File: src/core/spt_pkg.sv
`default_nettype none
package spt_pkg;
   localparam int SPT_ADDR_W = 4;
   localparam int SPT_DATA_W = 8;
   localparam int SPT_RATE_W = 3;
   // register map
   localparam logic [3:0] SPT_ADDR_OPTION = 4'h0;
   localparam logic [3:0] SPT_ADDR_INTCTL = 4'h1;
   localparam logic [3:0] SPT_ADDR_COUNT = 4'h2;
   // timer_option_config fields
   localparam int SPT_OPT_CS_BIT = 5;
   localparam int SPT_OPT_EDGE_BIT = 4;
   localparam int SPT_OPT_PSA_BIT = 3;
   localparam int SPT_OPT_RATE_LSB = 0;
   localparam logic [7:0] SPT_OPT_IMPL_MASK = 8'h3f;
   // interrupt_control fields
   localparam int SPT_ICTL_EN_BIT = 5;
   localparam int SPT_ICTL_FLAG_BIT = 2;
   // reset values and other constants
   localparam logic [7:0] SPT_OPTION_RST = 8'h3f;
   localparam logic [7:0] SPT_COUNT_RST = 8'h00;
   localparam logic [7:0] SPT_COUNT_MAX = 8'hff;
   localparam logic [7:0] SPT_PSC_RST = 8'h00;
   localparam logic [7:0] SPT_WDT_RST = 8'h00;
   localparam logic [7:0] SPT_RDATA_RST = 8'h00;
   localparam logic [7:0] SPT_ONE8 = 8'h01;
   localparam logic SPT_PSA_TIMER = 1'b0;
   localparam logic SPT_CS_COUNTER = 1'b1;
   localparam logic SPT_EDGE_FALL = 1'b1;
   // watchdog base period in clk cycles, plain default
   localparam int SPT_WDT_BASE_DEFAULT = 1024;
   typedef enum logic [1:0] {
      SPT_Q1,
      SPT_Q2,
      SPT_Q3,
      SPT_Q4
   } spt_phase_t;
endpackage : spt_pkg
`default_nettype wire

File: src/core/spt_timer.sv
// Overview of operation
// - one prescaler, owner chosen by assign bit
// - rate field picks 1:2 to 1:256 for timer, 1:1 to 1:128 for watchdog
// - timer gets 1:1 only under watchdog
// - prescaler count never software visible
// - timer count write clears prescaler when timer owns it
// - watchdog clear resets watchdog, and prescaler when watchdog owns it
// - ff to 00 rollover is the event
// - flag set on every rollover
// - only software clears the flag
// - irq needs flag and enable
// - timer frozen during sleep
// - counter input sampled on Q2, Q4
`default_nettype none
module spt_timer
   import spt_pkg::*;
#(
   parameter int WDT_BASE_CYCLES = SPT_WDT_BASE_DEFAULT
) (
   input wire logic clk,
   input wire logic rst_n,
   input wire logic [SPT_ADDR_W-1:0] reg_addr,
   input wire logic [SPT_DATA_W-1:0] reg_wdata,
   input wire logic reg_wr,
   input wire logic reg_rd,
   output logic [SPT_DATA_W-1:0] reg_rdata,
   input wire logic watchdog_clear_instr,
   input wire logic sleep_mode,
   input wire logic timer_ext_clock_input,
   output logic timer_irq,
   output logic watchdog_timeout
);

   // divider mask: all ones in the low (rate + extra) bits
   function automatic logic [7:0] spt_div_mask(input logic [2:0] rate, input logic extra);
      logic [3:0] width;
      width = {1'b0, rate} + {3'b000, extra};
      spt_div_mask = 8'((9'h001 << width) - 9'h001);
   endfunction : spt_div_mask

   logic rst_meta_n;
   logic rst_sync_n;
   always_ff @(posedge clk or negedge rst_n) begin
      if (!rst_n) begin
         rst_meta_n <= 1'b0;
         rst_sync_n <= 1'b0;
      end else begin
         rst_meta_n <= 1'b1;
         rst_sync_n <= rst_meta_n;
      end
   end

   logic [7:0] option_reg;
   logic [7:0] count_reg;
   logic flag_reg;
   logic enable_reg;
   logic [7:0] psc_reg;
   logic [7:0] wdt_reg;
   logic [SPT_DATA_W-1:0] rdata_reg;
   spt_phase_t phase_reg;
   spt_phase_t phase_next;
   logic ext_meta_reg;
   logic ext_sync_reg;
   logic ext_prev_reg;
   logic pend_reg;
   logic [$clog2(WDT_BASE_CYCLES+1)-1:0] base_reg;
   logic timeout_reg;

   logic psa_wdt;
   logic [2:0] rate;
   logic wr_count;
   logic wr_option;
   logic wr_intctl;
   logic ext_edge;
   logic tmr_src;
   logic psc_in;
   logic psc_hit;
   logic psc_clear;
   logic tmr_raw;
   logic sample_phase;
   logic tmr_step;
   logic rollover;
   logic base_tick;
   logic wdt_in;

   assign wr_count = reg_wr && (reg_addr == SPT_ADDR_COUNT);
   assign wr_option = reg_wr && (reg_addr == SPT_ADDR_OPTION);
   assign wr_intctl = reg_wr && (reg_addr == SPT_ADDR_INTCTL);
   assign psa_wdt = (option_reg[SPT_OPT_PSA_BIT] != SPT_PSA_TIMER);
   assign rate = option_reg[SPT_OPT_RATE_LSB +: SPT_RATE_W];

   // instruction cycle phases
   always_comb begin
      case (phase_reg)
         SPT_Q1: phase_next = SPT_Q2;
         SPT_Q2: phase_next = SPT_Q3;
         SPT_Q3: phase_next = SPT_Q4;
         default: phase_next = SPT_Q1;
      endcase
   end
   always_ff @(posedge clk or negedge rst_sync_n) begin
      if (!rst_sync_n) begin
         phase_reg <= SPT_Q1;
      end else begin
         phase_reg <= phase_next;
      end
   end

   // pin is asynchronous: two flops before use
   always_ff @(posedge clk or negedge rst_sync_n) begin
      if (!rst_sync_n) begin
         ext_meta_reg <= 1'b0;
         ext_sync_reg <= 1'b0;
         ext_prev_reg <= 1'b0;
      end else begin
         ext_meta_reg <= timer_ext_clock_input;
         ext_sync_reg <= ext_meta_reg;
         ext_prev_reg <= ext_sync_reg;
      end
   end
   assign ext_edge = (option_reg[SPT_OPT_EDGE_BIT] == SPT_EDGE_FALL)
      ? (ext_prev_reg && !ext_sync_reg) : (!ext_prev_reg && ext_sync_reg);

   // one source step per instruction cycle in timer mode, one per selected pin edge in counter mode
   assign tmr_src = (option_reg[SPT_OPT_CS_BIT] == SPT_CS_COUNTER)
      ? ext_edge : (phase_reg == SPT_Q4);

   // watchdog base tick
   always_ff @(posedge clk or negedge rst_sync_n) begin
      if (!rst_sync_n) begin
         base_reg <= '0;
      end else if (base_tick) begin
         base_reg <= '0;
      end else begin
         base_reg <= base_reg + 1'b1;
      end
   end
   assign base_tick = (base_reg == ($bits(base_reg))'(WDT_BASE_CYCLES - 1));

   assign psc_in = psa_wdt ? base_tick : (tmr_src && !sleep_mode);
   assign psc_hit = psc_in && ((psc_reg & spt_div_mask(rate, !psa_wdt))
      == spt_div_mask(rate, !psa_wdt));
   assign psc_clear = psa_wdt ? watchdog_clear_instr : wr_count;

   always_ff @(posedge clk or negedge rst_sync_n) begin
      if (!rst_sync_n) begin
         psc_reg <= SPT_PSC_RST;
      end else if (psc_clear) begin
         psc_reg <= SPT_PSC_RST;
      end else if (psc_in) begin
         psc_reg <= psc_reg + SPT_ONE8;
      end
   end

   assign tmr_raw = psa_wdt ? (tmr_src && !sleep_mode) : psc_hit;
   assign wdt_in = psa_wdt ? psc_hit : base_tick;

   // prescaler output taken on Q2 and Q4
   assign sample_phase = (phase_reg == SPT_Q2) || (phase_reg == SPT_Q4);
   always_ff @(posedge clk or negedge rst_sync_n) begin
      if (!rst_sync_n) begin
         pend_reg <= 1'b0;
      end else if (wr_count || sleep_mode) begin
         pend_reg <= 1'b0;
      end else if (tmr_raw) begin
         pend_reg <= 1'b1;
      end else if (sample_phase) begin
         pend_reg <= 1'b0;
      end
   end
   assign tmr_step = pend_reg && sample_phase && !sleep_mode && !wr_count;

   // software write beats a step in the same cycle
   always_ff @(posedge clk or negedge rst_sync_n) begin
      if (!rst_sync_n) begin
         count_reg <= SPT_COUNT_RST;
      end else if (wr_count) begin
         count_reg <= reg_wdata;
      end else if (tmr_step) begin
         count_reg <= count_reg + SPT_ONE8;
      end
   end

   assign rollover = tmr_step && (count_reg == SPT_COUNT_MAX);

   // cleared only by software, set wins
   always_ff @(posedge clk or negedge rst_sync_n) begin
      if (!rst_sync_n) begin
         flag_reg <= 1'b0;
      end else if (rollover) begin
         flag_reg <= 1'b1;
      end else if (wr_intctl && reg_wdata[SPT_ICTL_FLAG_BIT]) begin
         flag_reg <= 1'b0;
      end
   end

   always_ff @(posedge clk or negedge rst_sync_n) begin
      if (!rst_sync_n) begin
         option_reg <= SPT_OPTION_RST;
         enable_reg <= 1'b0;
      end else begin
         if (wr_option) begin
            option_reg <= reg_wdata & SPT_OPT_IMPL_MASK;
         end
         if (wr_intctl) begin
            enable_reg <= reg_wdata[SPT_ICTL_EN_BIT];
         end
      end
   end

   assign timer_irq = flag_reg && enable_reg;

   always_ff @(posedge clk or negedge rst_sync_n) begin
      if (!rst_sync_n) begin
         wdt_reg <= SPT_WDT_RST;
         timeout_reg <= 1'b0;
      end else begin
         timeout_reg <= !watchdog_clear_instr && wdt_in && (wdt_reg == SPT_COUNT_MAX);
         if (watchdog_clear_instr) begin
            wdt_reg <= SPT_WDT_RST;
         end else if (wdt_in) begin
            wdt_reg <= wdt_reg + SPT_ONE8;
         end
      end
   end
   assign watchdog_timeout = timeout_reg;

   always_ff @(posedge clk or negedge rst_sync_n) begin
      if (!rst_sync_n) begin
         rdata_reg <= SPT_RDATA_RST;
      end else if (!reg_rd) begin
         rdata_reg <= SPT_RDATA_RST;
      end else if (reg_addr == SPT_ADDR_OPTION) begin
         rdata_reg <= option_reg;
      end else if (reg_addr == SPT_ADDR_INTCTL) begin
         rdata_reg <= 8'((32'(enable_reg) << SPT_ICTL_EN_BIT)
            | (32'(flag_reg) << SPT_ICTL_FLAG_BIT));
      end else if (reg_addr == SPT_ADDR_COUNT) begin
         rdata_reg <= count_reg;
      end else begin
         rdata_reg <= SPT_RDATA_RST;
      end
   end
   assign reg_rdata = rdata_reg;

   // checks
   a_psc_timer_clear: assert property (
      @(posedge clk) disable iff (!rst_sync_n)
      (wr_count && !psa_wdt) |=> (psc_reg == SPT_PSC_RST))
      else $error("prescaler not cleared by count write");

   a_psc_wdt_clear: assert property (
      @(posedge clk) disable iff (!rst_sync_n)
      (watchdog_clear_instr && psa_wdt) |=> (psc_reg == SPT_PSC_RST && wdt_reg == SPT_WDT_RST))
      else $error("watchdog clear missed prescaler or count");

   a_psc_owner_only: assert property (
      @(posedge clk) disable iff (!rst_sync_n)
      (psa_wdt && !base_tick && !watchdog_clear_instr && !wr_option)
      |=> $stable(psc_reg))
      else $error("prescaler moved without its owner");

   a_rate_lowest: assert property (
      @(posedge clk) disable iff (!rst_sync_n)
      (!psa_wdt && rate == 3'h0 && psc_in && !psc_clear && !psc_reg[0]) |-> !psc_hit)
      else $error("timer prescale below 1:2");

   a_undivided: assert property (
      @(posedge clk) disable iff (!rst_sync_n)
      (psa_wdt && tmr_src && !sleep_mode && !wr_count) |=> pend_reg)
      else $error("timer input divided under watchdog ownership");

   a_rollover_flag: assert property (
      @(posedge clk) disable iff (!rst_sync_n)
      (count_reg == SPT_COUNT_MAX && tmr_step) |=> (flag_reg && count_reg == SPT_COUNT_RST))
      else $error("rollover did not set flag");

   a_flag_sticky: assert property (
      @(posedge clk) disable iff (!rst_sync_n)
      (flag_reg && !(wr_intctl && reg_wdata[SPT_ICTL_FLAG_BIT])) |=> flag_reg)
      else $error("flag cleared without software");

   a_irq_cause: assert property (
      @(posedge clk) disable iff (!rst_sync_n)
      ((wr_intctl && !reg_wdata[SPT_ICTL_EN_BIT]) || (!flag_reg && !rollover))
      |=> !timer_irq)
      else $error("irq without flag and enable");

   a_sleep_freeze: assert property (
      @(posedge clk) disable iff (!rst_sync_n)
      (sleep_mode && !wr_count) |=> $stable(count_reg))
      else $error("timer moved during sleep");

   a_step_phase: assert property (
      @(posedge clk) disable iff (!rst_sync_n)
      (!wr_count && count_reg != $past(count_reg) && !$past(wr_count))
      |-> ($past(phase_reg) == SPT_Q2 || $past(phase_reg) == SPT_Q4))
      else $error("timer stepped outside Q2 or Q4");

   a_rd_unmapped: assert property (
      @(posedge clk) disable iff (!rst_sync_n)
      (reg_rd && reg_addr > SPT_ADDR_COUNT) |=> (reg_rdata == SPT_RDATA_RST))
      else $error("unmapped read not zero");

   c_rollover: cover property (@(posedge clk) disable iff (!rst_sync_n) rollover);
   c_irq: cover property (@(posedge clk) disable iff (!rst_sync_n) timer_irq);
   c_wdt_timeout: cover property (@(posedge clk) disable iff (!rst_sync_n) watchdog_timeout);
   c_set_clear_race: cover property (@(posedge clk) disable iff (!rst_sync_n)
      rollover && wr_intctl && reg_wdata[SPT_ICTL_FLAG_BIT]);

endmodule : spt_timer
`default_nettype wire

File: config.mk
export PLATFORM = sky130hd
export DESIGN_NAME = spt_timer
export DESIGN_NICKNAME = d
export VERILOG_FILES = /design/src/core/spt_pkg.sv /design/src/core/spt_timer.sv
export SDC_FILE = /design/constraint.sdc
export NUM_CORES = 1
export LEC_CHECK = 0
export ABC_AREA = 1
export BUFFER_PORTS_ARGS = -buffer_cell sky130_fd_sc_hd__buf_2
export CAP_MARGIN = 20
export CORE_MARGIN = 8
export CORE_UTILIZATION = 50
export CTS_BUF_LIST = sky130_fd_sc_hd__clkbuf_4 sky130_fd_sc_hd__clkbuf_8 sky130_fd_sc_hd__clkbuf_16
export DETAILED_ROUTE_END_ITERATION = 8
export PLACE_DENSITY_LB_ADDON = 0.12
export SYNTH_ARGS = -nofsm -noshare
export SYNTH_HDL_FRONTEND = slang
export SYNTH_SLANG_ARGS = --single-unit
File: constraint.sdc
create_clock -name clk -period 2.5 [get_ports clk]
set_input_delay 0.375 -clock clk [delete_from_list [all_inputs] [get_ports clk]]
set_output_delay 0.375 -clock clk [all_outputs]
set_load 0.03 [all_outputs]
# After elaboration in Yosys (flattened, before gate mapping)
# Cells that the tools add are included.
[op_classes]
n_addsub = 6
eq_ne = 9
shift = 1
n_mux = 23
n_bitwise = 2
n_reduce_logical = 30
[op_table]
columns = ["operator", "n"]
rows = [
  ["$mux W8", 10],
  ["$add A8 B1 Y8 const B", 3],
  ["$eq A8 B8 Y1 const B", 2],
  ["$logic_and A1 B1 Y1", 15],
  ["$add A11 B1 Y11 const B", 1],
  ["$eq A11 B10 Y1 const B", 1],
  ["$mux W1", 11],
  ["$mux W11", 1],
  ["$and A8 B8 Y8", 1],
  ["$eq A8 B8 Y1", 1],
  ["$reduce_bool A2 Y1", 4],
  ["$shl A1 B4 Y8 const A", 1],
  ["$sub A8 B1 Y8 const B", 1],
  ["$logic_not A1 Y1", 6],
  ["$or A6 B3 Y6", 1],
  ["$pmux W2 S3", 1],
  ["$add A3 B1 Y4", 1],
  ["$eq A2 B2 Y1 const B", 2],
  ["$eq A4 B1 Y1 const B", 1],
  ["$eq A4 B2 Y1 const B", 1],
  ["$logic_not A4 Y1", 1],
  ["$reduce_bool A3 Y1", 1],
  ["$eq A2 B1 Y1 const B", 1],
  ["$logic_not A2 Y1", 1],
  ["$logic_or A1 B1 Y1", 2],
]
[word_totals]
reg_bits = 60
inputBits = 19
out_inout_bits = 10
elab_cells = 87

# Logic depth before layout (Yosys ltp)
# Gate-level depths: netlist of run 1.
[logic_depth]
depth_word = 10
depth_mapped = 18
depth_no_buf = 18

# Worst setup path after synthesis of run 1
# No wires, ideal clock.
[synth_path]
path_type = "reg2reg"
from = "reg option_reg[3]"
to = "reg wdt_reg[3]"
setup_ps = 116
arrival_time_ps = 2680
t_required_ps = 2384
setup_slack_ps = -296
stages_incl_launch_ff = 17
n_path_buf = 0
period_less_slack_ps = 2796
cell_sequence = "dfstp_2 > clkinv_1 > ha_1 > ha_1 > nor2_1 > nand3_1 > ha_1 > nor2_1 > o21bai_1 > a21oi_2 > nand3_1 > nor2_2 > nand3_2 > nand2_4 > nand2_8 > nand3_2 > nand2_2"
[synth_via]
elab_chain_len = 9
elab_cells_between_ends = 10
cone_classes = "add/sub: 2; eq/ne: 1; shift: 1; mux: 2; bitwise: 1; reduce/logical: 3"
[synth_rtl]
columns = ["element", "line_no", "text"]
rows = [
  ["from (decl)", "spt_timer.sv:53", "logic [7:0] option_reg;"],
  ["from (signal assigned)", "spt_timer.sv:203", "option_reg <= reg_wdata & SPT_OPT_IMPL_MASK;"],
  ["$logic_not A1 Y1", "spt_timer.sv:141, spt_timer.sv:142", ""],
  ["$add A3 B1 Y4", "spt_timer.sv:37", "width = {1'b0, rate} + {3'b000, extra};"],
  ["$shl A1 B4 Y8", "spt_timer.sv:38", "spt_div_mask = 8'((9'h001 << width) - 9'h001);"],
  ["$sub A8 B1 Y8", "spt_timer.sv:38", ""],
  ["$and A8 B8 Y8", "spt_timer.sv:141", "assign psc_hit = psc_in && ((psc_reg & spt_div_mask(rate, !psa_wdt))"],
  ["$eq A8 B8 Y1", "spt_timer.sv:142", "== spt_div_mask(rate, !psa_wdt));"],
  ["$logic_and A1 B1 Y1", "spt_timer.sv:141", ""],
  ["$mux W1 (*)", "spt_timer.sv:156", "assign wdt_in = psa_wdt ? psc_hit : base_tick;"],
  ["$reduce_bool A2 Y1 (no source line) (*)", "-", ""],
  ["to (signal assigned)", "spt_timer.sv:222", "wdt_reg <= wdt_reg + SPT_ONE8;"],
  ["to (decl)", "spt_timer.sv:58", "logic [7:0] wdt_reg;"],
]
# Every way passes the cells marked *; elsewhere a longest branch is shown, timed or not.
# A chain may end at the register's enable or synchronous reset.

# Worst setup path in the final report of run 1
[layout_path]
from = "reg option_reg[3]"
to = "reg wdt_reg[0]"
# The elaborated chain is that of the path after synthesis.

==> metrics.md, run 1 <==
| Metric | Value |
|---|---|
| Status | finished, violations left |
| Violations in the final reports | negative setup slack |
| Standby leakage power | 1.976 nW |
| Final worst-path setup slack | -0.08726 ns |
| Clock transition at path regs | 0.07 ns |
| Fraction of the yosys area taken by sequential cells | 46.01% |
| CTS Root Cell | sky130_fd_sc_hd__clkbuf_8 |
| Maximum fanout count along the critical path | 6 |
| Aggregate negative setup slack | -0.6355 ns |
| Die width | 96.99 microns |
| # Max-Cap Violations | 0 |
| Count of routing violations after the opening detailed-route iteration | 142 |
| Number of warnings reported in the yosys synthesis log | 0 |
| Xor and xnor area share after synthesis | 4.273% |
| WL final | 7180 microns |
| Number of antenna repair diodes | 0 |
| Simple-gate area share of the yosys netlist | 27.62% |
| Total power after layout | 2.648 mW |
| Antenna violations before repair | 0 |
| Clk buf depth | 2 |
| Transition time at the pin with the least slew margin | 0.7607 ns |
| Critical path data arrival time | 2.82 ns |
| Compound-gate portion of the synthesized area | 10.15% |
| Clock sinks | 60 |
| Worst slew margin relative to its limit | 49.28% |
| Fmax | 0.3865 GHz |
| Yosys top cell area share | 41.21% |
| Die extent in y | 96.99 microns |
| Final slew viol count | 0 |
| Bufs and invs on worst path | 2 |
| Time the final worst path needs with I/O delays and setup | 2.587 ns |
| Clock tree from TritonCTS | done |
| Main combinational cell family by area after synthesis | simple AND/OR/NAND/NOR gates |
| Synth area leader | sky130_fd_sc_hd__dfrtp_1 |
| IO Pins | 29 |
| Series of cell instances along the critical path | clkinv_4 -> ha_4 -> ha_4 -> inv_2 -> nand2_2 -> nand2_4 -> nand4_1 -> ha_1 -> nor2_1 -> o21bai_1 -> a21oi_2 -> nand3_1 -> nor2_2 -> nand3_2 -> nand2_4 -> nand2_8 -> nand3_2 -> nand2_2 |
| Core footprint | 0.006350 sq mm |
| Share of the clock period used by the worst path after layout | 103.5% |
| Number of distinct library cell variants in the gate-level netlist after synthesis | 44 |
| Pwr per Cell Area | 677.3 mW/mm^2 |
| Number of non-filler instances in the completed layout | 510 |
| Fill cell total of the finished layout | 535 |
| Area growth from synthesis to final layout | 19.23% |
| Number of buffers created by CTS | 9 |
| GRT Total Usage | 15.91% |
| Hold Crit Depth | 1 |
| Count of state elements after synthesis | 60 |
| Post-Place Setup Slack | -0.1723 ns |
| Fin util | 61.58% |
| Via count of the first global-routing pass | 2687 |
| Number of nets with antenna violations after routing | 0 |
| Final count of hold timing violations | 0 |
| Worst IR Drop VDD | 357.2 uV |
| Worst Path Required | 2.74 ns |
| Reg-to-reg critical path startpoint | option_reg[3] |
| Worst hold endpoint | ext_meta_reg |
| Final hold slack | 0.1342 ns |
| Layout Cell Area excl Fill | 0.003910 sq mm |
| Routed len/inst | 14.08 microns |
| Pin count of the biggest net entering global routing | 34 |
| Worst setup SP type | register |
| Setup violations, final | 10 |
| Multiplexer share of the synthesized area | 0% |
| Most area-consuming cells after synthesis | sky130_fd_sc_hd__dfrtp_1 (41%), sky130_fd_sc_hd__inv_1 (6.3%), sky130_fd_sc_hd__nand2_1 (6.3%), sky130_fd_sc_hd__dfstp_2 (4.8%), sky130_fd_sc_hd__ha_1 (4.2%) |
| Post-synth net total | 400 |
| Placed Cells | 483 |
| DR vias | 2653 |
| Via density per instance | 5.202 |
| Post-Synth Adder-Cell Area | 4.197% |
| Number of detailed-route iterations in the first pass | 4 |
| Die Footprint | 0.009406 sq mm |
| Clock skew | 0.007122 ns |
| Syn_area_per_cell | 8.863 sq um |
| Remaining global-route overflow | 0 |
| Fraction of layout cells with a size suffix above 1 | 28.41% |
| Post-place instance area | 0.003638 sq mm |
| H-tree lvl count | 3 |
| Hold_sp | timer_ext_clock_input |
| Initial standard-cell utilization of the core | 51.65% |
| Category of cells accounting for the largest share of critical-path delay | simple AND/OR/NAND/NOR gates |
| End of the worst register-to-register path | wdt_reg[0] |
| Tightest Hold Check Type | in2reg |
| Clock insertion delay at the later pin of the skew report | 0.35 ns |
| Register-to-register path setup slack | -0.09 ns |
| Cell area after synthesis | 0.003279 sq mm |
| Max FFs per register | 11 |
| Cell count after synthesis | 370 |
| Setup repair after global routing missed its margin | true |
| Net count of the finished layout | 458 |
| Cell depth of the worst flop-to-flop path | 18 |
| DP HPWL | 5139 microns |
| Slowest stage cell on the critical path | sky130_fd_sc_hd__dfstp_2 |
| Kind of capture point of the worst setup path | register |
| CP Class | reg2reg |
| Number of placement rows | 29 |
| Remaining routing DRC violations | 0 |
| Count of input and output buffers | 28 |
| Slowest Stage Delay on Critical Path | 0.56 ns |
| Wire length of the first global-routing pass | 12390 microns |
| Global placement routability congestion | 0.8112 |
cell usage in the layout (no fill, tap or decap), drive strengths merged, types with 5 or more instances in the layout:
cell	Yosys	final
nand2	68	70
inv	56	56
dfrtp	54	54
buf	3	49
nand3	37	37
nor2	32	32
o21ai	20	20
a21oi	17	17
nand4	15	15
xor2	11	11
clkbuf	2	11
ha	11	11
nor3	8	8
dfstp	6	6
clkinv	2	6
xnor2	5	5
cells in the mapped netlist (all sizes together):
library cell	count
clkinv	2
buf	3
a221oi	4
o21bai	2
o221ai	3
o21ai	20
nand4	15
nor2	32
a21oi	17
xor2	11
nor3	8
dfstp	6
o31ai	2
a211oi	2
o22ai	1
conb	1
or2	2
nand3b	1
dfrtp	54
o211ai	2
clkbuf	2
o41ai	1
nand2	68
and3	1
nand3	37
ha	11
xnor2	5
nor4	1
inv	56
timing repair:
| action | 4_1_cts | 5_1_grt |
|---|---|---|
| gates resized for setup | 1 | 2 |
| hold endpoints to repair | 2 | 0 |
| pin swaps | 13 | 1 |
| cloned | 2 | 0 |
| setup endpoints to repair | 10 | 10 |
| hold buffers | 1 | 0 |
| buffers inserted | 7 | 1 |
where the power goes:
group | switching, mW | total [mW] | internal (mW)
logic | 0.394 | 0.704 | 0.309
clock network | 0.390 | 0.780 | 0.390
registers | 0.0902 | 1.16 | 1.07
total | 0.875 | 2.65 | 1.77
worst max-delay path by stage:
stage,start,endpoint,slack [ns],cells past startpoint
2_1_floorplan,option_reg[3],wdt_reg[3],-0.07,18
3_3_place_gp,option_reg[3],wdt_reg[3],-0.09,16
3_5_place_dp,option_reg[3],wdt_reg[0],-0.17,16
4_1_cts,option_reg[3],wdt_reg[0],-0.09,18
5_1_grt,option_reg[3],wdt_reg[0],-0.30,18
6_report,option_reg[3],wdt_reg[0],-0.09,18
final cells by class:
cell class              count  area (sq um)  area share, %
clock buffers              11         145.1          3.712
clock inverters             5         27.53         0.7040
inverters                  58         224.0          5.728
multi-input cells         249          1587          40.58
flip-flops and latches     60          1510          38.62
well taps                  77         96.34          2.464
repair buffers             50         320.3          8.192
per-layer routing:
layer | track usage [%] | part of all wire (%) | vias up
met5 | 0 | 0 | -
li1 | - | - | 1339
met1 | 18.84 | 47 | 1240
met2 | 25.83 | 46 | 61
met3 | 4.979 | 5.0 | 13
met4 | 6.982 | 1.8 | 0
cells by family after synthesis:
| family | Yosys count |
|---|---|
| xor+xnor | 16 |
| compound gates | 54 |
| fa+ha+maj | 11 |
| flops | 60 |
| simple gates | 165 |
| buf+inv | 63 |
| other cells | 1 |
Note: power is estimated with default switching activity, not from simulation.
==> inputs of run 2 (changes only) <==
--- a/config.mk
+++ b/config.mk
@@ -6,7 +6,7 @@
 export NUM_CORES = 1
 export LEC_CHECK = 0
 export ABC_AREA = 1
-export BUFFER_PORTS_ARGS = -buffer_cell sky130_fd_sc_hd__buf_2
+export BUFFER_PORTS_ARGS = -buffer_cell sky130_fd_sc_hd__buf_4
 export CAP_MARGIN = 20
 export CORE_MARGIN = 8
 export CORE_UTILIZATION = 50
==> run 2 against run 1 <==
The run still ends with negative setup slack left; sequential power about the same; worst hold slack better by 0.0079 ns; cell count down 0.78%; non-clock buffer count down 4; fmax down 1.9%; clock skew up 0.0062 ns; critical endpoint unchanged.
==> metrics.md, run 2 (same netlist as run 1, synthesis figures left out) <==
| Metric | Value |
|---|---|
| CTS Root Cell | sky130_fd_sc_hd__clkbuf_8 |
| Final slew viol count | 0 (unchanged) |
| Net count of the finished layout | 454 (-0.87%) |
| Worst setup SP type | register |
| # Max-Cap Violations | 0 (unchanged) |
| Remaining routing DRC violations | 0 (unchanged) |
| Violations in the final reports | negative setup slack |
| Fill cell total of the finished layout | 557 (+4.1%) |
| Wire length of the first global-routing pass | 11900 microns (-4.0%) |
| Fmax | 0.3792 GHz (-1.9%) |
| Sequential standard cell area | 0.001510 sq mm (unchanged) |
| Final count of hold timing violations | 0 (unchanged) |
| Transition time at the pin with the least slew margin | 0.7359 ns (-0.02488 ns) |
| Maximum fanout count along the critical path | 6 (unchanged) |
| Count of input and output buffers | 28 (unchanged) |
| Clock insertion delay at the later pin of the skew report | 0.34 ns (about the same) |
| H-tree lvl count | 3 (unchanged) |
| Share of the clock period used by the worst path after layout | 105.5% (+2.0 points) |
| Worst IR Drop VDD | 522.9 uV (+46%) |
| Area growth from synthesis to final layout | 20.49% |
| Final worst-path setup slack | -0.1370 ns (-0.04969 ns) |
| Number of detailed-route iterations in the first pass | 4 (unchanged) |
| Fraction of layout cells with a size suffix above 1 | 27.27% (-1.1 points) |
| Time the final worst path needs with I/O delays and setup | 2.637 ns (+0.04969 ns) |
| Antenna violations before repair | 0 (unchanged) |
| Max FFs per register | 11 (unchanged) |
| Number of placement rows | 29 (unchanged) |
| Top library cells by usage in the layout, fill and taps aside | sky130_fd_sc_hd__nand2_1 (55), sky130_fd_sc_hd__inv_1 (54), sky130_fd_sc_hd__dfrtp_1 (53) |
| Setup repair after global routing missed its margin | true |
| Global placement routability congestion | 0.8516 (+5.0%) |
| Routed len/inst | 13.61 microns (-3.3%) |
| Most common library cell in the layout ignoring fill and taps | sky130_fd_sc_hd__nand2_1 |
| Tightest Hold Check Type | in2reg |
| Area taken by multi-input logic gates | 0.001575 sq mm (-0.71%) |
| CP Class | reg2reg |
| Status | finished, violations left |
| IO Pins | 29 (unchanged) |
| WL final | 6886 microns (-4.1%) |
| Post-Place Setup Slack | -0.1308 ns (+0.04147 ns) |
| Core footprint | 0.006350 sq mm (unchanged) |
| Initial standard-cell utilization of the core | 51.65% (unchanged) |
| Via density per instance | 5.170 (-0.62%) |
| Standby leakage power | 1.967 nW (-0.45%) |
| GRT Total Usage | 15.12% (-0.79 points) |
| Die width | 96.99 microns (unchanged) |
| Number of antenna repair diodes | 0 (unchanged) |
| Clk buf depth | 2 (unchanged) |
| Die Footprint | 0.009406 sq mm (unchanged) |
| Share of power burned in registers | 42.4% (-1.6 points) |
| Remaining global-route overflow | 0 (unchanged) |
| Pin count of the biggest net entering global routing | 59 (+74%) |
| Worst slew margin relative to its limit | 50.94% (+1.7 points) |
| Kind of capture point of the worst setup path | register |
| Clock tree from TritonCTS | done |
| Count of routing violations after the opening detailed-route iteration | 93 (-35%) |
| Clock transition at path regs | 0.07 ns (about the same) |
| Setup violations, final | 10 (unchanged) |
| DP HPWL | 5090 microns (-0.96%) |
| Die extent in y | 96.99 microns (unchanged) |
| DR vias | 2616 (-1.4%) |
| Cell internal pwr | 1.847 mW (+4.2%) |
| Combinational group share of total power | 25.7% (-0.9 points) |
| Clock skew | 0.01331 ns (+0.006186 ns) |
| Net switching component of the power | 0.8698 mW (-0.56%) |
| Number of nets with antenna violations after routing | 0 (unchanged) |
| Clock sinks | 60 (unchanged) |
| Pwr per Cell Area | 687.6 mW/mm^2 (+1.5%) |
| Critical path data arrival time | 2.86 ns (+0.04 ns) |
| Number of buffers created by CTS | 9 (unchanged) |
| Switch share | 32.01% (-1.0 points) |
| Fin util | 62.23% (+0.65 points) |
| Worst Path Required | 2.72 ns (-0.02 ns) |
| Via count of the first global-routing pass | 2575 (-4.2%) |
| Fraction of power consumed by the clock network | 31.9% (+2.4 points) |
## run 2: path summary, 6_finish.rpt
| check | from | to | slack (ns) | depth (start not counted) |
|---|---|---|---|---|
| worst max-delay path | option_reg[3] | wdt_reg[0] | -0.14 | 16 |
| worst min-delay path | timer_ext_clock_input | ext_meta_reg | 0.14 | 1 |
| worst max register to register | option_reg[3] | wdt_reg[0] | -0.14 | 16 |
| worst min register to register | rst_meta_n | rst_sync_n | 0.36 | 0 |
| max in group asynchronous | rst_sync_n | reg_rdata[4] | 1.60 | 1 |
| min in group asynchronous | rst_n | rst_meta_n | 0.35 | 2 |
## run 2: cell type report
type	count	area share [%]
multi-input cells	249	39.87
flip-flops and latches	60	38.22
repair buffers	46	8.803
inverters	58	5.668
clock buffers	10	3.325
well taps	77	2.438
clock inverters	6	1.678
## run 2: power groups by stage
stage | clock network (mW) | registers, mW | logic [mW]
after floorplan | 0 | 1.17 | 0.447
after global placement | 0 | 1.17 | 0.672
after detailed placement | 0 | 1.17 | 0.681
after CTS | 0.887 | 1.15 | 0.697
after global routing | 0.927 | 1.16 | 0.792
final | 0.866 | 1.15 | 0.699
## run 2: through the flow
stage	power, mW	setup TNS (ns)	area, sq um	std cells	hold slack [ns]
6_report	2.717	-1.194	3951	506	0.1421
5_1_grt	2.882	-2.994	3951	506	0.1120
4_1_cts	2.735	-1.157	3944	505	0.1243
3_5_place_dp	1.850	-1.118	3719	486	0.1595
3_3_place_gp	1.838	-0.4819	3719	486	0.1584
2_1_floorplan	1.621	-0.5347	3322	370	0.07941
## run 2: routing by layer
| layer | vias up | track usage (%) | share of wire [%] |
|---|---|---|---|
| li1 | 1338 | - | - |
| met1 | 1238 | 18.34 | 47 |
| met2 | 32 | 25.21 | 49 |
| met3 | 8 | 3.912 | 2.9 |
| met4 | 0 | 5.325 | 1.0 |
| met5 | - | 0 | 0 |
## run 2: critical path, cell delays in order (launching register included)
cell                       delay [ns]
sky130_fd_sc_hd__dfstp_2         0.57
sky130_fd_sc_hd__clkinv_4        0.06
sky130_fd_sc_hd__ha_4            0.16
sky130_fd_sc_hd__ha_4            0.25
sky130_fd_sc_hd__nor2_4          0.11
sky130_fd_sc_hd__nand3_2         0.10
sky130_fd_sc_hd__ha_1            0.30
sky130_fd_sc_hd__nor2_1          0.04
sky130_fd_sc_hd__o21bai_1        0.16
sky130_fd_sc_hd__a21oi_2         0.10
sky130_fd_sc_hd__nand3_1         0.08
sky130_fd_sc_hd__nor2_2          0.09
sky130_fd_sc_hd__nand3_2         0.12
sky130_fd_sc_hd__nand2_4         0.16
sky130_fd_sc_hd__nand2_4         0.10
sky130_fd_sc_hd__nand3_2         0.07
sky130_fd_sc_hd__nand2_1         0.05
## run 2: timing repair
item	4_1_cts	5_1_grt
setup endpoints to repair	10	10
hold endpoints to repair	2	0
setup buffers	0	1
hold buffers	1	0
gates cloned	2	0
resized for setup	0	0
pin swaps	5	2
==> inputs of run 3 (changes only) <==
==> constraint.sdc (replaced) <==
create_clock -name clk -period 3.07 [get_ports clk]
set_input_delay 0.4605 -clock clk [delete_from_list [all_inputs] [get_ports clk]]
set_output_delay 0.4605 -clock clk [all_outputs]
set_load 0.03 [all_outputs]
==> run 3 against run 2 <==
The run now ends clean; routed wire length up 1.4%; sequential power down 18%; sequential share of layout area up 1.2 points; global-route usage up 0.35 points; non-clock buffer count down 8; first-iteration DRC count down 4.3%; critical endpoint is now wdt_reg[6]; highest routed layer unchanged.
==> metrics.md, run 3 (same netlist as run 1, synthesis figures left out) <==
| Metric | Value |
|---|---|
| Share of the clock period used by the worst path after layout | 94.72% (-11 points) |
| WL final | 6980 microns (+1.4%) |
| Clk buf depth | 2 (unchanged) |
| Series of cell instances along the critical path | clkinv_1 -> ha_1 -> ha_2 -> nor2_1 -> nand3_1 -> ha_1 -> nor2_1 -> o21bai_1 -> a21oi_2 -> nand3_1 -> nor2_2 -> nand3_2 -> nand2_4 -> nand2_8 -> nand3_2 -> nand2_2 |
| Final count of hold timing violations | 0 (unchanged) |
| Count of routing violations after the opening detailed-route iteration | 89 (-4.3%) |
| Global placement routability congestion | 0.8746 (+2.7%) |
| Clock sinks | 60 (unchanged) |
| Initial standard-cell utilization of the core | 51.65% (unchanged) |
| Time the final worst path needs with I/O delays and setup | 2.908 ns (+0.2710 ns) |
| Setup violations, final | 0 (-10) |
| Clock tree from TritonCTS | done |
| Reg-to-reg critical path startpoint | option_reg[3] |
| DP HPWL | 5094 microns (about the same) |
| Post-place instance area | 0.003578 sq mm (-3.8%) |
| Die width | 96.99 microns (unchanged) |
| Hold_sp | timer_ext_clock_input |
| # Max-Cap Violations | 0 (unchanged) |
| Placed Cells | 473 (-2.7%) |
| Tightest Hold Check Type | in2reg |
| Via density per instance | 5.197 (+0.53%) |
| Fill cell total of the finished layout | 559 (+0.36%) |
| Number of detailed-route iterations in the first pass | 4 (unchanged) |
| Net count of the finished layout | 445 (-2.0%) |
| Standby leakage power | 1.917 nW (-2.5%) |
| Wire length of the first global-routing pass | 11950 microns (+0.46%) |
| Category of cells accounting for the largest share of critical-path delay | simple AND/OR/NAND/NOR gates |
| Fmax | 0.3439 GHz (-9.3%) |
| End of the worst register-to-register path | wdt_reg[6] |
| Core footprint | 0.006350 sq mm (unchanged) |
| CTS Root Cell | sky130_fd_sc_hd__clkbuf_8 |
| Pin count of the biggest net entering global routing | 40 (-32%) |
| Layout Cell Area excl Fill | 0.003826 sq mm (-3.2%) |
| Die Footprint | 0.009406 sq mm (unchanged) |
| Worst IR Drop VDD | 316.7 uV (-39%) |
| Register-to-register path setup slack | 0.16 ns (+0.30 ns) |
| Clock transition at path regs | 0.06 ns (about the same) |
| Number of antenna repair diodes | 0 (unchanged) |
| Remaining global-route overflow | 0 (unchanged) |
| Sequential standard cell area | 0.001510 sq mm (unchanged) |
| CP Class | reg2reg |
| Fraction of layout cells with a size suffix above 1 | 24.52% (-2.7 points) |
| Antenna violations before repair | 0 (unchanged) |
| Count of input and output buffers | 28 (unchanged) |
| Max FFs per register | 11 (unchanged) |
| IO Pins | 29 (unchanged) |
| Hold Crit Depth | 1 (unchanged) |
| H-tree lvl count | 3 (unchanged) |
| Cell depth of the worst flop-to-flop path | 16 (unchanged) |
| Worst setup SP type | register |
| Critical path data arrival time | 3.13 ns (+0.27 ns) |
| Pwr per Cell Area | 551.6 mW/mm^2 (-20%) |
| Number of non-filler instances in the completed layout | 497 (-1.8%) |
| Maximum fanout count along the critical path | 9 (+3) |
| Area growth from synthesis to final layout | 16.67% |
| Clock skew | 0.01230 ns (-0.001010 ns) |
| Worst hold endpoint | ext_meta_reg |
| Clock insertion delay at the later pin of the skew report | 0.34 ns (about the same) |
| Final slew viol count | 0 (unchanged) |
| Transition time at the pin with the least slew margin | 0.8791 ns (+0.1433 ns) |
| Total power after layout | 2.110 mW (-22%) |
| Slowest Stage Delay on Critical Path | 0.54 ns (-0.03 ns) |
| Number of buffers created by CTS | 9 (unchanged) |
| Area taken by multi-input logic gates | 0.001529 sq mm (-2.9%) |
| Routed len/inst | 14.04 microns (+3.2%) |
| Worst slew margin relative to its limit | 41.39% (-9.6 points) |
| Via count of the first global-routing pass | 2599 (+0.93%) |
| Bufs and invs on worst path | 1 (unchanged) |
| Kind of capture point of the worst setup path | register |
| Die extent in y | 96.99 microns (unchanged) |
| Worst Path Required | 3.30 ns (+0.58 ns) |
| Aggregate negative setup slack | 0 ns (+1.194 ns) |
| Final worst-path setup slack | 0.1620 ns (+0.2990 ns) |
| Slowest stage cell on the critical path | sky130_fd_sc_hd__dfstp_2 |
| Number of nets with antenna violations after routing | 0 (unchanged) |
| DR vias | 2583 (-1.3%) |
| Remaining routing DRC violations | 0 (unchanged) |
| Number of placement rows | 29 (unchanged) |
| GRT Total Usage | 15.47% (+0.35 points) |
| Post-Place Setup Slack | 0.1301 ns (+0.2610 ns) |
| Top library cells by usage in the layout, fill and taps aside | sky130_fd_sc_hd__inv_1 (55), sky130_fd_sc_hd__nand2_1 (55), sky130_fd_sc_hd__dfrtp_1 (53) |
| Status | finished, final reports clean |
## run 3: cell count changes in the layout (fill, tap and decap cells not counted), moves of 2 or more
| cell | previous run | this run |
|---|---|---|
| sky130_fd_sc_hd__clkbuf_8 | 9 | 11 |
| sky130_fd_sc_hd__clkbuf_4 | 1 | 3 |
| sky130_fd_sc_hd__buf_4 | 45 | 37 |
| sky130_fd_sc_hd__clkinv_4 | 2 | 0 |
| sky130_fd_sc_hd__clkinvlp_4 | 3 | 0 |
| sky130_fd_sc_hd__ha_4 | 2 | 0 |
## run 3: repair_timing
item | in CTS | in global routing
gates resized for setup | 0 | 1
endpoints found under the setup margin | 0 | 9
buffers inserted | 0 | 6
hold buffers | 1 | 0
endpoints found under the hold margin | 2 | 0
## run 3: cell type report
class                      instances  area share, %
clock buffer                      14          4.545
clock inverter                     2         0.2616
inverter                          58          5.723
multi-input combinational        248          39.96
sequential                        60          39.47
tap                               77          2.518
timing repair buffer              38          7.521
## run 3: metal layers
layer	vias to the layer above	track usage, %	wire length [microns]
met5	-	0	0
met4	0	8.047	172
met3	16	4.196	287
met2	44	23.70	3208
met1	1200	19.44	3313
li1	1323	-	-
## run 3: how the worst max path moves through the flow
stage,startpoint,to,cells past startpoint
floorplan,option_reg[3],wdt_reg[3],16
global placement,option_reg[3],wdt_reg[6],16
detailed placement,option_reg[3],wdt_reg[6],16
CTS,option_reg[3],wdt_reg[6],16
global route,option_reg[3],wdt_reg[6],16
finish,option_reg[3],wdt_reg[6],16
## run 3: metrics by stage
step           hold slack (ns)  utilization, %
6_report                0.2280           60.26
5_1_grt                 0.2000           60.26
4_1_cts                 0.2121           59.41
3_5_place_dp            0.2468           56.35
3_3_place_gp            0.2444           56.35
2_1_floorplan           0.1649               -
## run 3: where the power goes
part           internal [mW]  switching [mW]  total, mW
clock network          0.362           0.303      0.665
registers              0.875          0.0731      0.948
logic                  0.199           0.298      0.498
